$ cat config.mk
export PLATFORM = sky130hd
export DESIGN_NAME = shsp_port
export DESIGN_NICKNAME = d
export VERILOG_FILES = /design/src/design/shsp_pkg.sv /design/src/design/shsp_pin_sync.sv /design/src/design/shsp_port.sv
export SDC_FILE = /design/constraint.sdc
export NUM_CORES = 2
export LEC_CHECK = 0
export BUFFER_PORTS_ARGS = -buffer_cell sky130_fd_sc_hd__clkbuf_2
export CORE_ASPECT_RATIO = 0.7
export CORE_MARGIN = 4
export CORE_UTILIZATION = 40
export DETAILED_ROUTE_END_ITERATION = 10
export PLACE_DENSITY_LB_ADDON = 0.3
export SLEW_MARGIN = 20
export SYNTH_ARGS = -nofsm -noshare
export SYNTH_HDL_FRONTEND = slang
export SYNTH_SLANG_ARGS = --single-unit
$ cat constraint.sdc
create_clock -name clk_in -period 3.5 [get_ports clk_in]
set_input_delay 0.525 -clock clk_in [delete_from_list [all_inputs] [get_ports clk_in]]
set_output_delay 0.525 -clock clk_in [all_outputs]
set_load 0.01 [all_outputs]
$ cat src/design/shsp_pkg.sv
package shsp_pkg;

  // register image geometry
  localparam int SHSP_NUM_REGS = 64;
  localparam int SHSP_IDX_W = 6;

  // fixed bus address and the high-speed entry code
  localparam logic [6:0] SHSP_I2C_ADDR = 7'h20;
  localparam logic [4:0] SHSP_HS_CODE = 5'h01;

  // bit index of the last bit of a byte
  localparam logic [2:0] SHSP_BIT_LAST = 3'h7;

  // positions of the sampled pins in the synchroniser vector
  localparam int SHSP_PIN_CS = 0;
  localparam int SHSP_PIN_CLK = 1;
  localparam int SHSP_PIN_DAT = 2;
  localparam int SHSP_NUM_PINS = 3;

  // idle level of every sampled pin
  localparam logic [2:0] SHSP_PIN_IDLE = 3'h7;

  typedef enum logic [2:0] {
    SHSP_I_IDLE,
    SHSP_I_RX,
    SHSP_I_ACK,
    SHSP_I_TX,
    SHSP_I_RACK,
    SHSP_I_TXN
  } shsp_i2c_state_t;

  // synchronised pin view: level plus edge pulses
  typedef struct packed {
    logic [SHSP_NUM_PINS-1:0] lvl;
    logic [SHSP_NUM_PINS-1:0] rise;
    logic [SHSP_NUM_PINS-1:0] fall;
  } shsp_pins_t;

  // register write request toward the register file
  typedef struct packed {
    logic wr;
    logic [7:0] addr;
    logic [7:0] data;
  } shsp_wreq_t;

  typedef struct packed {
    shsp_i2c_state_t ist;
    logic [2:0] ibit;
    logic [1:0] ibyte;
    logic [7:0] ish;
    logic [7:0] iidx;
    logic iack;
    logic ack_half;
    logic ito_tx;
    logic idrv;
    logic hs;
    logic locked;
    logic [2:0] sbit;
    logic sfirst;
    logic [7:0] ssh;
    logic [SHSP_IDX_W-1:0] sidx;
    logic sstep;
    logic srd;
    logic sdrv;
    logic [7:0] stx;
    logic [SHSP_NUM_REGS-1:0][7:0] snap;
    shsp_wreq_t wreq;
    logic serial_data_out;
    logic dat_o;
    logic dat_oe_b;
  } shsp_state_t;

  localparam shsp_state_t SHSP_STATE_RST = '{ist: SHSP_I_IDLE, sfirst: 1'b1, dat_oe_b: 1'b1, default: '0};

endpackage

$ cat src/design/shsp_pin_sync.sv
`timescale 1ns/1ps
module shsp_pin_sync
  import shsp_pkg::*;
(
  input wire logic clk_in,
  input wire logic rst_b_in,
  input wire logic [SHSP_NUM_PINS-1:0] pins_in,
  output shsp_pins_t pins_out
);

  logic [SHSP_NUM_PINS-1:0] meta_reg;
  logic [SHSP_NUM_PINS-1:0] sync_reg;
  logic [SHSP_NUM_PINS-1:0] prev_reg;

  genvar g;
  generate
    for (g = 0; g < SHSP_NUM_PINS; g++) begin : g_pin
      // two-stage synchroniser, third stage only for edge finding
      always_ff @(posedge clk_in) begin
        if (!rst_b_in) begin
          meta_reg[g] <= SHSP_PIN_IDLE[g];
          sync_reg[g] <= SHSP_PIN_IDLE[g];
          prev_reg[g] <= SHSP_PIN_IDLE[g];
        end else begin
          meta_reg[g] <= pins_in[g];
          sync_reg[g] <= meta_reg[g];
          prev_reg[g] <= sync_reg[g];
        end
      end
      assign pins_out.lvl[g] = sync_reg[g];
      assign pins_out.rise[g] = sync_reg[g] & ~prev_reg[g];
      assign pins_out.fall[g] = ~sync_reg[g] & prev_reg[g];
    end
  endgenerate

endmodule

$ cat src/design/shsp_port.sv
// Functional notes
// chip select high keeps the two-wire port live and the four-wire port idle.
// any chip select fall locks out two-wire until reset or software reset.
// four-wire host should pulse chip select before other traffic.
// two-wire slave answers only to fixed 7-bit address 0x20.
// two-wire port covers fast and high-speed transfer classes.
// only start, stop, acknowledge and 7-bit addressing are implemented.
// first byte after address in a write is the starting register index.
// acknowledge address byte 0x40; index acknowledged only when writable.
// following write bytes go to consecutive registers until stop.
// host reads by writing index, repeated start, then byte 0x41.
// read returns consecutive registers while host acknowledges each byte.
// code 00001xxx after start is not acknowledged and selects high bandwidth.
// high-speed state holds until stop, then filters return to normal.
// four wires, or three with the data-in line bidirectional.
// chip select high with interrupts enabled puts interrupt on data-out.
// interrupts disabled keeps data-out low except when returning read data.
// host frames each four-wire transfer with chip select low.
// clock may idle high or low; both work.
// data changes on falling clock edge, sampled on rising edge.
// single access takes 16 clocks; each further byte adds 8.
// bit 0 begins at first falling clock edge after chip select falls.
// first byte: six-bit index, address-step bit, direction bit, MSB first.
// step bit 0 increments the index per byte; 1 keeps it fixed.
// direction 1 drives read data from bit 8; 0 takes write data.
// three-wire select enables bidirectional data-in operation.
// register image is snapshotted at frame start; reads use the snapshot.
// writes to non-writable registers are dropped but index still advances.
`timescale 1ns/1ps
module shsp_port
  import shsp_pkg::*;
(
  input wire logic clk_in,
  input wire logic rst_b_in,
  input wire logic chip_select_low_in,
  input wire logic serial_clk_in,
  input wire logic serial_data_in_in,
  output logic serial_data_in_out,
  output logic serial_data_in_oe_b_out,
  output logic serial_data_out_out,
  input wire logic three_wire_select_in,
  input wire logic int_enable_in,
  input wire logic int_level_in,
  input wire logic soft_reset_in,
  input wire logic [SHSP_NUM_REGS-1:0][7:0] reg_image_in,
  input wire logic [SHSP_NUM_REGS-1:0] reg_writable_in,
  output logic reg_wr_out,
  output logic [7:0] reg_addr_out,
  output logic [7:0] reg_wdata_out,
  output logic hs_mode_out,
  output logic i2c_locked_out
);

  ////////////////////////////////////////////////////////////////////////////
  // pin synchronisers

  shsp_pins_t pins;

  shsp_pin_sync u_sync (
    .clk_in(clk_in),
    .rst_b_in(rst_b_in),
    .pins_in({serial_data_in_in, serial_clk_in, chip_select_low_in}),
    .pins_out(pins)
  );

  logic cs_lvl;
  logic cs_fall;
  logic clk_rise;
  logic clk_fall;
  logic dat_lvl;
  logic i2c_start;
  logic i2c_stop;

  assign cs_lvl = pins.lvl[SHSP_PIN_CS];
  assign cs_fall = pins.fall[SHSP_PIN_CS];
  assign clk_rise = pins.rise[SHSP_PIN_CLK];
  assign clk_fall = pins.fall[SHSP_PIN_CLK];
  assign dat_lvl = pins.lvl[SHSP_PIN_DAT];
  assign i2c_start = pins.fall[SHSP_PIN_DAT] & pins.lvl[SHSP_PIN_CLK] & ~clk_rise;
  assign i2c_stop = pins.rise[SHSP_PIN_DAT] & pins.lvl[SHSP_PIN_CLK] & ~clk_rise;

  ////////////////////////////////////////////////////////////////////////////
  // register image helpers

  function automatic logic [7:0] img_byte(input logic [7:0] idx,
                                          input logic [SHSP_NUM_REGS-1:0][7:0] img);
    logic [7:0] val;
    val = 8'h00;
    if (idx < 8'(SHSP_NUM_REGS)) begin
      val = img[idx[SHSP_IDX_W-1:0]];
    end
    return val;
  endfunction

  function automatic logic can_write(input logic [7:0] idx,
                                     input logic [SHSP_NUM_REGS-1:0] wmask);
    logic ok;
    ok = 1'b0;
    if (idx < 8'(SHSP_NUM_REGS)) begin
      ok = wmask[idx[SHSP_IDX_W-1:0]];
    end
    return ok;
  endfunction

  ////////////////////////////////////////////////////////////////////////////
  // state

  shsp_state_t r_reg;
  shsp_state_t r_next;

  logic i2c_on;
  logic [7:0] ibyte_in;
  logic [7:0] sbyte_in;
  logic [7:0] tx_now;

  // two-wire live only with chip select high
  assign i2c_on = cs_lvl & ~r_reg.locked;
  assign ibyte_in = {r_reg.ish[6:0], dat_lvl};
  assign sbyte_in = {r_reg.ssh[6:0], dat_lvl};
  assign tx_now = img_byte(r_reg.iidx, reg_image_in);

  always_comb begin
    r_next = r_reg;
    r_next.wreq.wr = 1'b0;

    // chip select fall locks; set beats a same-cycle clear
    if (cs_fall) begin
      r_next.locked = 1'b1;
    end else if (soft_reset_in) begin
      r_next.locked = 1'b0;
    end

    //////////////////////////////////////////////////////////////////////////
    // two-wire slave
    if (!i2c_on) begin
      r_next.ist = SHSP_I_IDLE;
      r_next.idrv = 1'b0;
      r_next.hs = 1'b0;
    end else if (i2c_start) begin
      r_next.ist = SHSP_I_RX;
      r_next.ibit = 3'h0;
      r_next.ibyte = 2'h0;
      r_next.idrv = 1'b0;
    end else if (i2c_stop) begin
      r_next.ist = SHSP_I_IDLE;
      r_next.idrv = 1'b0;
      // stop returns filters to normal bandwidth
      r_next.hs = 1'b0;
    end else begin
      case (r_reg.ist)
        SHSP_I_IDLE: begin
          r_next.idrv = 1'b0;
        end
        SHSP_I_RX: begin
          if (clk_rise) begin
            r_next.ish = ibyte_in;
            r_next.ibit = r_reg.ibit + 3'h1;
            if (r_reg.ibit == SHSP_BIT_LAST) begin
              r_next.ist = SHSP_I_ACK;
              r_next.ack_half = 1'b0;
              r_next.ito_tx = 1'b0;
              case (r_reg.ibyte)
                2'h0: begin
                  if (ibyte_in[7:3] == SHSP_HS_CODE) begin
                    // high-speed code is not acknowledged
                    r_next.hs = 1'b1;
                    r_next.ist = SHSP_I_IDLE;
                  end else if (ibyte_in[7:1] == SHSP_I2C_ADDR) begin
                    // acknowledge own fixed address only
                    r_next.iack = 1'b1;
                    r_next.ito_tx = ibyte_in[0];
                    r_next.ibyte = 2'h1;
                  end else begin
                    // no general call or other address forms
                    r_next.ist = SHSP_I_IDLE;
                  end
                end
                2'h1: begin
                  // second byte is the register index
                  r_next.iidx = ibyte_in;
                  // index acknowledged only when writable
                  r_next.iack = can_write(ibyte_in, reg_writable_in);
                  r_next.ibyte = 2'h2;
                end
                default: begin
                  r_next.iack = 1'b1;
                  // unwritable target dropped silently
                  if (can_write(r_reg.iidx, reg_writable_in)) begin
                    r_next.wreq.wr = 1'b1;
                    r_next.wreq.addr = r_reg.iidx;
                    r_next.wreq.data = ibyte_in;
                  end
                  // auto-increment per data byte
                  r_next.iidx = r_reg.iidx + 8'h01;
                end
              endcase
            end
          end
        end
        SHSP_I_ACK: begin
          if (clk_fall) begin
            if (!r_reg.ack_half) begin
              r_next.idrv = r_reg.iack;
              r_next.ack_half = 1'b1;
            end else if (r_reg.ito_tx) begin
              // first read byte driven as ack ends
              r_next.ist = SHSP_I_TX;
              r_next.ibit = 3'h0;
              r_next.idrv = ~tx_now[7];
            end else begin
              r_next.ist = SHSP_I_RX;
              r_next.idrv = 1'b0;
            end
          end
        end
        SHSP_I_TX: begin
          if (clk_fall && r_reg.ibit != 3'h0) begin
            r_next.idrv = ~tx_now[SHSP_BIT_LAST - r_reg.ibit];
          end
          if (clk_rise) begin
            r_next.ibit = r_reg.ibit + 3'h1;
            if (r_reg.ibit == SHSP_BIT_LAST) begin
              r_next.ist = SHSP_I_RACK;
            end
          end
        end
        SHSP_I_RACK: begin
          if (clk_fall) begin
            r_next.idrv = 1'b0;
          end
          if (clk_rise) begin
            // host ack continues with next register
            if (!dat_lvl) begin
              r_next.iidx = r_reg.iidx + 8'h01;
              r_next.ist = SHSP_I_TXN;
            end else begin
              r_next.ist = SHSP_I_IDLE;
            end
          end
        end
        SHSP_I_TXN: begin
          if (clk_fall) begin
            r_next.ist = SHSP_I_TX;
            r_next.ibit = 3'h0;
            r_next.idrv = ~tx_now[7];
          end
        end
        default: begin
          r_next.ist = SHSP_I_IDLE;
          r_next.idrv = 1'b0;
        end
      endcase
    end

    //////////////////////////////////////////////////////////////////////////
    // four-wire slave
    if (cs_lvl) begin
      r_next.sbit = 3'h0;
      r_next.sfirst = 1'b1;
      r_next.srd = 1'b0;
      r_next.sdrv = 1'b0;
      r_next.stx = 8'h00;
    end else if (cs_fall) begin
      // snapshot register image at frame start
      r_next.snap = reg_image_in;
    end else begin
      // sample on rise, either idle level
      if (clk_rise) begin
        r_next.ssh = sbyte_in;
        r_next.sbit = r_reg.sbit + 3'h1;
        // every eighth rising edge closes a byte
        if (r_reg.sbit == SHSP_BIT_LAST) begin
          if (r_reg.sfirst) begin
            // index, step bit, direction bit
            r_next.sidx = sbyte_in[7:2];
            r_next.sstep = sbyte_in[1];
            r_next.srd = sbyte_in[0];
            r_next.sfirst = 1'b0;
          end else begin
            // direction 0 takes write data
            if (!r_reg.srd && can_write(8'(r_reg.sidx), reg_writable_in)) begin
              r_next.wreq.wr = 1'b1;
              r_next.wreq.addr = 8'(r_reg.sidx);
              r_next.wreq.data = sbyte_in;
            end
            // step bit 0 increments, 1 holds
            if (!r_reg.sstep) begin
              r_next.sidx = r_reg.sidx + 6'h01;
            end
          end
        end
      end
      // each bit launched on a falling edge
      if (clk_fall && r_reg.srd) begin
        r_next.sdrv = 1'b1;
        if (r_reg.sbit == 3'h0) begin
          r_next.stx = r_reg.snap[r_reg.sidx];
        end else begin
          r_next.stx = {r_reg.stx[6:0], 1'b0};
        end
      end
    end

    //////////////////////////////////////////////////////////////////////////
    // pin drivers
    if (cs_lvl) begin
      // interrupt on data-out when enabled
      // otherwise held low
      r_next.serial_data_out = int_enable_in & int_level_in;
    end else begin
      // four-wire mode returns data on data-out
      r_next.serial_data_out = ~three_wire_select_in & r_next.sdrv & r_next.stx[7];
    end

    if (i2c_on) begin
      // open drain: only ever pull low
      r_next.dat_o = 1'b0;
      r_next.dat_oe_b = ~r_next.idrv;
    end else if (!cs_lvl && three_wire_select_in && r_next.sdrv) begin
      // three-wire read data on the data-in line
      r_next.dat_o = r_next.stx[7];
      r_next.dat_oe_b = 1'b0;
    end else begin
      r_next.dat_o = 1'b0;
      r_next.dat_oe_b = 1'b1;
    end
  end

  always_ff @(posedge clk_in) begin
    if (!rst_b_in) begin
      r_reg <= SHSP_STATE_RST;
    end else begin
      r_reg <= r_next;
    end
  end

  ////////////////////////////////////////////////////////////////////////////
  // outputs

  assign serial_data_in_out = r_reg.dat_o;
  assign serial_data_in_oe_b_out = r_reg.dat_oe_b;
  assign serial_data_out_out = r_reg.serial_data_out;
  assign reg_wr_out = r_reg.wreq.wr;
  assign reg_addr_out = r_reg.wreq.addr;
  assign reg_wdata_out = r_reg.wreq.data;
  // high-speed flag steers the external input filters
  assign hs_mode_out = r_reg.hs;
  assign i2c_locked_out = r_reg.locked;

endmodule

; ---- Word level (Yosys, flattened, before mapping)
; Cells that the tools add are included.
[totals]
reg_bits = 599
in_bits = 585
out_inout_bits = 22
elab_cells = 337
[classes]
magnitude_cmp = 6
n_eq_ne = 41
bitwise = 31
addsub = 5
reduce_logical = 47
mux = 107
[ops]
columns = operator, count
row1 = 2-to-1 mux 17 bit, 14
row2 = binary-select mux 8 bit (select 6 bit), 2
row3 = 2-to-1 mux 8 bit, 6
row4 = 2-to-1 mux 1 bit, 45
row5 = 2-to-1 mux 6 bit, 7
row6 = AND reduction 9 bit, 4
row7 = inequality test 4 bit (second input constant), 8
row8 = one-hot mux 8 bit (2 select lines), 2
row9 = 2-to-1 mux 27 bit, 1
row10 = 2-to-1 mux 9 bit, 3
row11 = inequality test 3 bit (second input constant), 9
row12 = inequality test 2 bit (second input constant), 13
row13 = 2-to-1 mux 24 bit, 1
row14 = nonzero test 2 bit, 11
row15 = < comparator 6 x 7 -> 1 bit (second input constant), 3
row16 = binary-select mux 1 bit (select 6 bit), 3
row17 = 2-to-1 mux 2 bit, 9
row18 = inverter 1 bit, 18
row19 = one-hot mux 3 bit (6 select lines), 1
row20 = < comparator 8 x 7 -> 1 bit (second input constant), 2
row21 = AND reduction 8 bit, 2
row22 = 2-to-1 mux 3 bit, 5
row23 = AND reduction 5 bit, 3
row24 = bitwise AND 1 bit, 13
row25 = 33 further kinds, 52

; ---- Depth between registers and ports, before layout
[logic_depth]
depth_word = 24
depth_mapped = 13
depth_no_buf = 9

; ---- By module
; Synthesis repeated with hierarchy kept, for this count alone.
[unflattened]
hier_cells = 3427
area_unflattened_um2 = 32854.0
[by_module_without_submodules]
columns = module, area_per_inst_um2, seq_area_each_um2, cells_per_inst, n_inst
row1 = shsp_port, 32580.0, 11791.3, 3403, 1
row2 = shsp_pin_sync, 274.0, 180.2, 24, 1

; ---- Worst setup path after synthesis
; Ideal clock, no wire load.
[synth_path]
path_kind = reg2reg
startpoint = reg r_reg[543] (netlist bit)
endpoint = reg r_reg[535] (netlist bit)
setup_time_ps = 133
arrival_time_ps = 2720
required_time_ps = 3367
path_buffers = 4
setup_slack_ps = 647
stages_incl_launch_ff = 10
synth_period_minus_slack_ps = 2853
path_cell_list = dfxtp_1 buf_2 buf_4 buf_4 buf_2 mux4_2 mux4_2 mux4_2 nand2_1 a211oi_1
[synth_via]
elab_chain_cells = 3
[synth_rtl]
columns = element, line
row1 = start: declaration, shsp_port.sv:108  ; shsp_state_t r_reg;
row2 = start signal: assignment, shsp_port.sv:333  ; r_reg <= r_next;
row3 = binary-select mux 8 bit (select 6 bit), shsp_port.sv:297  ; r_next.stx = r_reg.snap[r_reg.sidx];
row4 = 2-to-1 mux 8 bit (implied by the code), shsp_port.sv:297
row5 = 2-to-1 mux 8 bit, shsp_port.sv:296  ; if (r_reg.sbit == 3'h0) begin
; Every way passes these cells. The select of a mux whose other input is x is not followed.
; A chain may end at the register's enable or synchronous reset.

; ---- Final worst setup path
[layout_path]
startpoint = reg u_sync.sync_reg[2] (netlist: u_sync.pins_out[8])
endpoint = reg r_reg (netlist bit serial_data_in_oe_b_out)
[layout_via]
elab_chain_cells = 8
word_cells_on_any_way = 12
classes_between = mux: 4 / bitwise: 8
[layout_rtl]
columns = element, line
row1 = start: declaration, shsp_pin_sync.sv:12  ; logic [SHSP_NUM_PINS-1:0] sync_reg;
row2 = start signal: indexed assignment, shsp_pin_sync.sv:22  ; sync_reg[g] <= SHSP_PIN_IDLE[g];
row3 = start signal: indexed assignment, shsp_pin_sync.sv:26  ; sync_reg[g] <= meta_reg[g];
row4 = bitwise AND 1 bit / inverter 1 bit (equally long branches), "shsp_pin_sync.sv:31, shsp_pin_sync.sv:32"
row5 = "bitwise AND 1 bit, on equally long branches", "shsp_port.sv:80, shsp_pin_sync.sv:32"
row6 = "bitwise AND 1 bit, on equally long branches", "shsp_port.sv:80, shsp_port.sv:79"
row7 = 2-to-1 mux 2 bit / bitwise AND 1 bit (equally long branches), "shsp_port.sv:144, shsp_port.sv:79"
row8 = 2-to-1 mux 1 bit *, shsp_port.sv:139  ; end else if (i2c_start) begin
row9 = 2-to-1 mux 2 bit *, shsp_port.sv:135  ; if (!i2c_on) begin
row10 = inverter 1 bit *, shsp_port.sv:318  ; r_next.dat_oe_b = ~r_next.idrv;
row11 = 2-to-1 mux 1 bit *, shsp_port.sv:315  ; if (i2c_on) begin
; Mark *: on every way between the ends. The rest lies on a longest branch, timed or not.

==> summary.md <==
| Metric | Value |
|---|---|
| Mean Syn Cell Area | `9.22 um^2` |
| Placed instance area | `35500 um^2` |
| CTS tree | `built` |
| Finished Cell Area | `37500 um^2` |
| Syn Inst Count | `3401` |
| Max reg flops | `560` |
| Initial antenna violation count | `22` |
| Peak supply drop | `0.000370 V` |
| Starting DRT DRC Count | `3054` |
| Clk root buf | `clkbuf_16` |
| Worst R2R Path Depth | `9` |
| Grt total ovfl | `0` |
| TritonCTS buffer count | `slightly below 60` |
| Clk slew on worst S/H paths | `0.06 ns` |
| Worst Setup Path Type | `register to register` |
| Worst hold path stage count | `2` |
| Clk_lat worst skew | `0.66 ns` |
| Die X | `343 um` |
| Final net count | `4446` |
| Seq/Total Area, Yosys | `about two fifths` |
| Post-synthesis net count | `3995` |
| Gpl congestion | `0.916` |
| Asr flop ratio synth | `0%` |
| RSZ-0062 raised after global routing | `no` |
| First drt pass iteration count | `5` |
| Peak Freq | `0.304 GHz` |
| PD cells | `just over 400 nW/um^2` |
| R2r endpoint | `serial_data_in_oe_b_out` |
| Hold endpoint | `u_sync.meta_reg[0]` |
| Critical R2R Launch | `u_sync.pins_out[8]` |
| Final HPWL DP | `slightly above 90000 um` |
| Input/output buffers | `606` |
| Min-Delay Path Class | `input port to register` |
| Max-Cap Viols | `0` |
| Area of the die | `83000 um^2` |
| Resize count post-CTS | `0` |
| Setup Skew | `about 0.040 ns` |
| Final setup vio count | `0` |
| Final hold violations | `0` |
| Final period utilization | `94.0%` |
| Actual slew at the worst max-slew pin | `1.07 ns` |
| Worst Path Required | `4.02 ns` |
| Final max-slew violation count | `0` |
| Post-route ant nets | `0` |
| CP Max Fanout | `18` |
| Total track usage | `28.5%` |
| Most frequent cells in the layout | `nand2_1 (1105), clkbuf_2 (606), dfxtp_1 (588)` |
| Placement row count | `85` |
| Hold Path Origin | `chip_select_low_in` |
| Worst R2R Setup Slack | `~0.21 ns` |
| Synth Flop Type | `dfxtp_1` |
| Post CTS Setup Buffer Count | `0` |
| Initial core utilization | `40.6%` |
| Fraction of layout cells with a size suffix above 1 | `30.7%` |
| Number of synthesized register bits | `598` |
| Num ports | `607` |
| First-pass GRT wire length | `around 180000 um` |
| Post-synth EDFFs | `0` |
| Critical Path Source | `u_sync.pins_out[8]` |
| Max_slew headroom | `28.1%` |
| Clk sinks | `598` |
| Layout-stage area growth over the synthesis result | `19.7%` |
| Synth warn | `0` |
| Leading cell type in the layout, fill and taps excluded | `nand2_1` |
| Fin Setup TNS | `0 ns` |
| Status | `complete, no violations` |
| Vias in the first global route | `26900` |
| Post-Route WL | `124000 um` |
| Distinct cells, synth | `71` |
| Per-cell routed wire length | `roughly 25 um` |
| Min Tclk post-route | `3.29 ns` |
| Htree depth | `2` |
| Vias per cell | `about 5.8` |
| Core Region | `77300 um^2` |
| Mapped cell area | `31400 um^2` |
| WP data arrival | `around 3.8 ns` |
| Drt drc | `0` |
| Post-CTS Hold Fix Bufs | `0` |
| Via Count | `28900` |
| Critical Path End Type | `register` |
| Leakage | `13.5 nW` |
| Largest net degree at the start of global routing | `210` |
| Die Y | `242 um` |
| Max Buffers Root-to-Sink | `3` |
| Startpoint types | `register` |
[how the worst max path moves through the flow]
stage | endpoint | slack (ns)
floorplan | r_reg[535] | 0.65
global placement | serial_data_in_oe_b_out | 0.23
detailed placement | serial_data_in_oe_b_out | 0.27
CTS | serial_data_in_oe_b_out | 0.25
global route | serial_data_in_oe_b_out | 0.08
finish | serial_data_in_oe_b_out | 0.21
[cell type report]
cell class / instances / area (um^2)
flip-flops and latches: 598 / 12000
fillers: 7450 / 39800
clock buffers: 91 / 1820
multi-input cells: 2470 / 17900
inverters: 17 / 71.3
repair buffers: 706 / 4170
clock inverters: 18 / 214
well taps: 1044 / 1310
diodes: 18 / 45.0
[logic make-up after synthesis]
| logic type | share of synthesized area, % |
|---|---|
| simple gates | 16.7 |
| compound gates | 12.6 |
| flops | 38.2 |
| mux | 27.3 |
| buf+inv | 4.79 |
| fa+ha+maj | 0.359 |
| xor+xnor | 0.0838 |
[worst max-delay path, cell delays in order, from the launching register on]
cell	delay, ns
dfxtp_2	0.31
buf_4	0.34
buf_4	0.29
xnor2_1	0.17
or2_2	0.16
nand3_1	0.18
nor4_1	0.96
o31ai_1	0.26
o41ai_2	0.39
a211oi_1	0.12
[stage by stage]
| step | hold WS, ns | util (%) | setup slack, ns | power [mW] | std cells |
|---|---|---|---|---|---|
| after global placement | 0.390 | 45.9 | 0.235 | 8.75 | 4835 |
| after detailed placement | 0.391 | 45.9 | 0.268 | 8.76 | 4835 |
| after CTS | 0.0457 | 48.5 | 0.250 | 15.4 | 4944 |
| after floorplan | 0.386 | - | 0.647 | 7.96 | 3401 |
| final | 0.0826 | 48.6 | 0.209 | 15.4 | 4962 |
| after global routing | 0.0524 | 48.5 | 0.0759 | 15.8 | 4960 |
[metal layers]
layer,up-vias,routed length (um),track usage [%]
li1,13000,-,-
met1,14300,53200,40.9
met2,1357,55900,43.5
met3,151,12200,7.20
met4,10,2520,6.49
met5,-,57,0
[synth_stat cells (all sizes together) (9+ instances only)]
library cell / count / area share [%]
nand3: 33 / 0.53
nor3: 16 / 0.26
mux2i: 57 / 1.8
clkbuf: 215 / 2.6
a21oi: 590 / 9.5
o21ai: 38 / 0.61
a22oi: 19 / 0.45
nor2b: 14 / 0.28
buf: 101 / 2.0
nand2b: 20 / 0.40
a31oi: 12 / 0.24
dfxtp: 598 / 38
mux4: 353 / 25
ha: 9 / 0.36
nand4: 10 / 0.20
nand2: 1107 / 13
a211oi: 13 / 0.31
nor2: 90 / 1.1
o22ai: 9 / 0.18
inv: 13 / 0.16
[power by group]
part | internal, mW | switching, mW
Combinational | 0.659 | 0.876
Clock | 3.80 | 2.93
Sequential | 7.00 | 0.103
Total | 11.5 | 3.91
(Power assumes the default switching activity.)
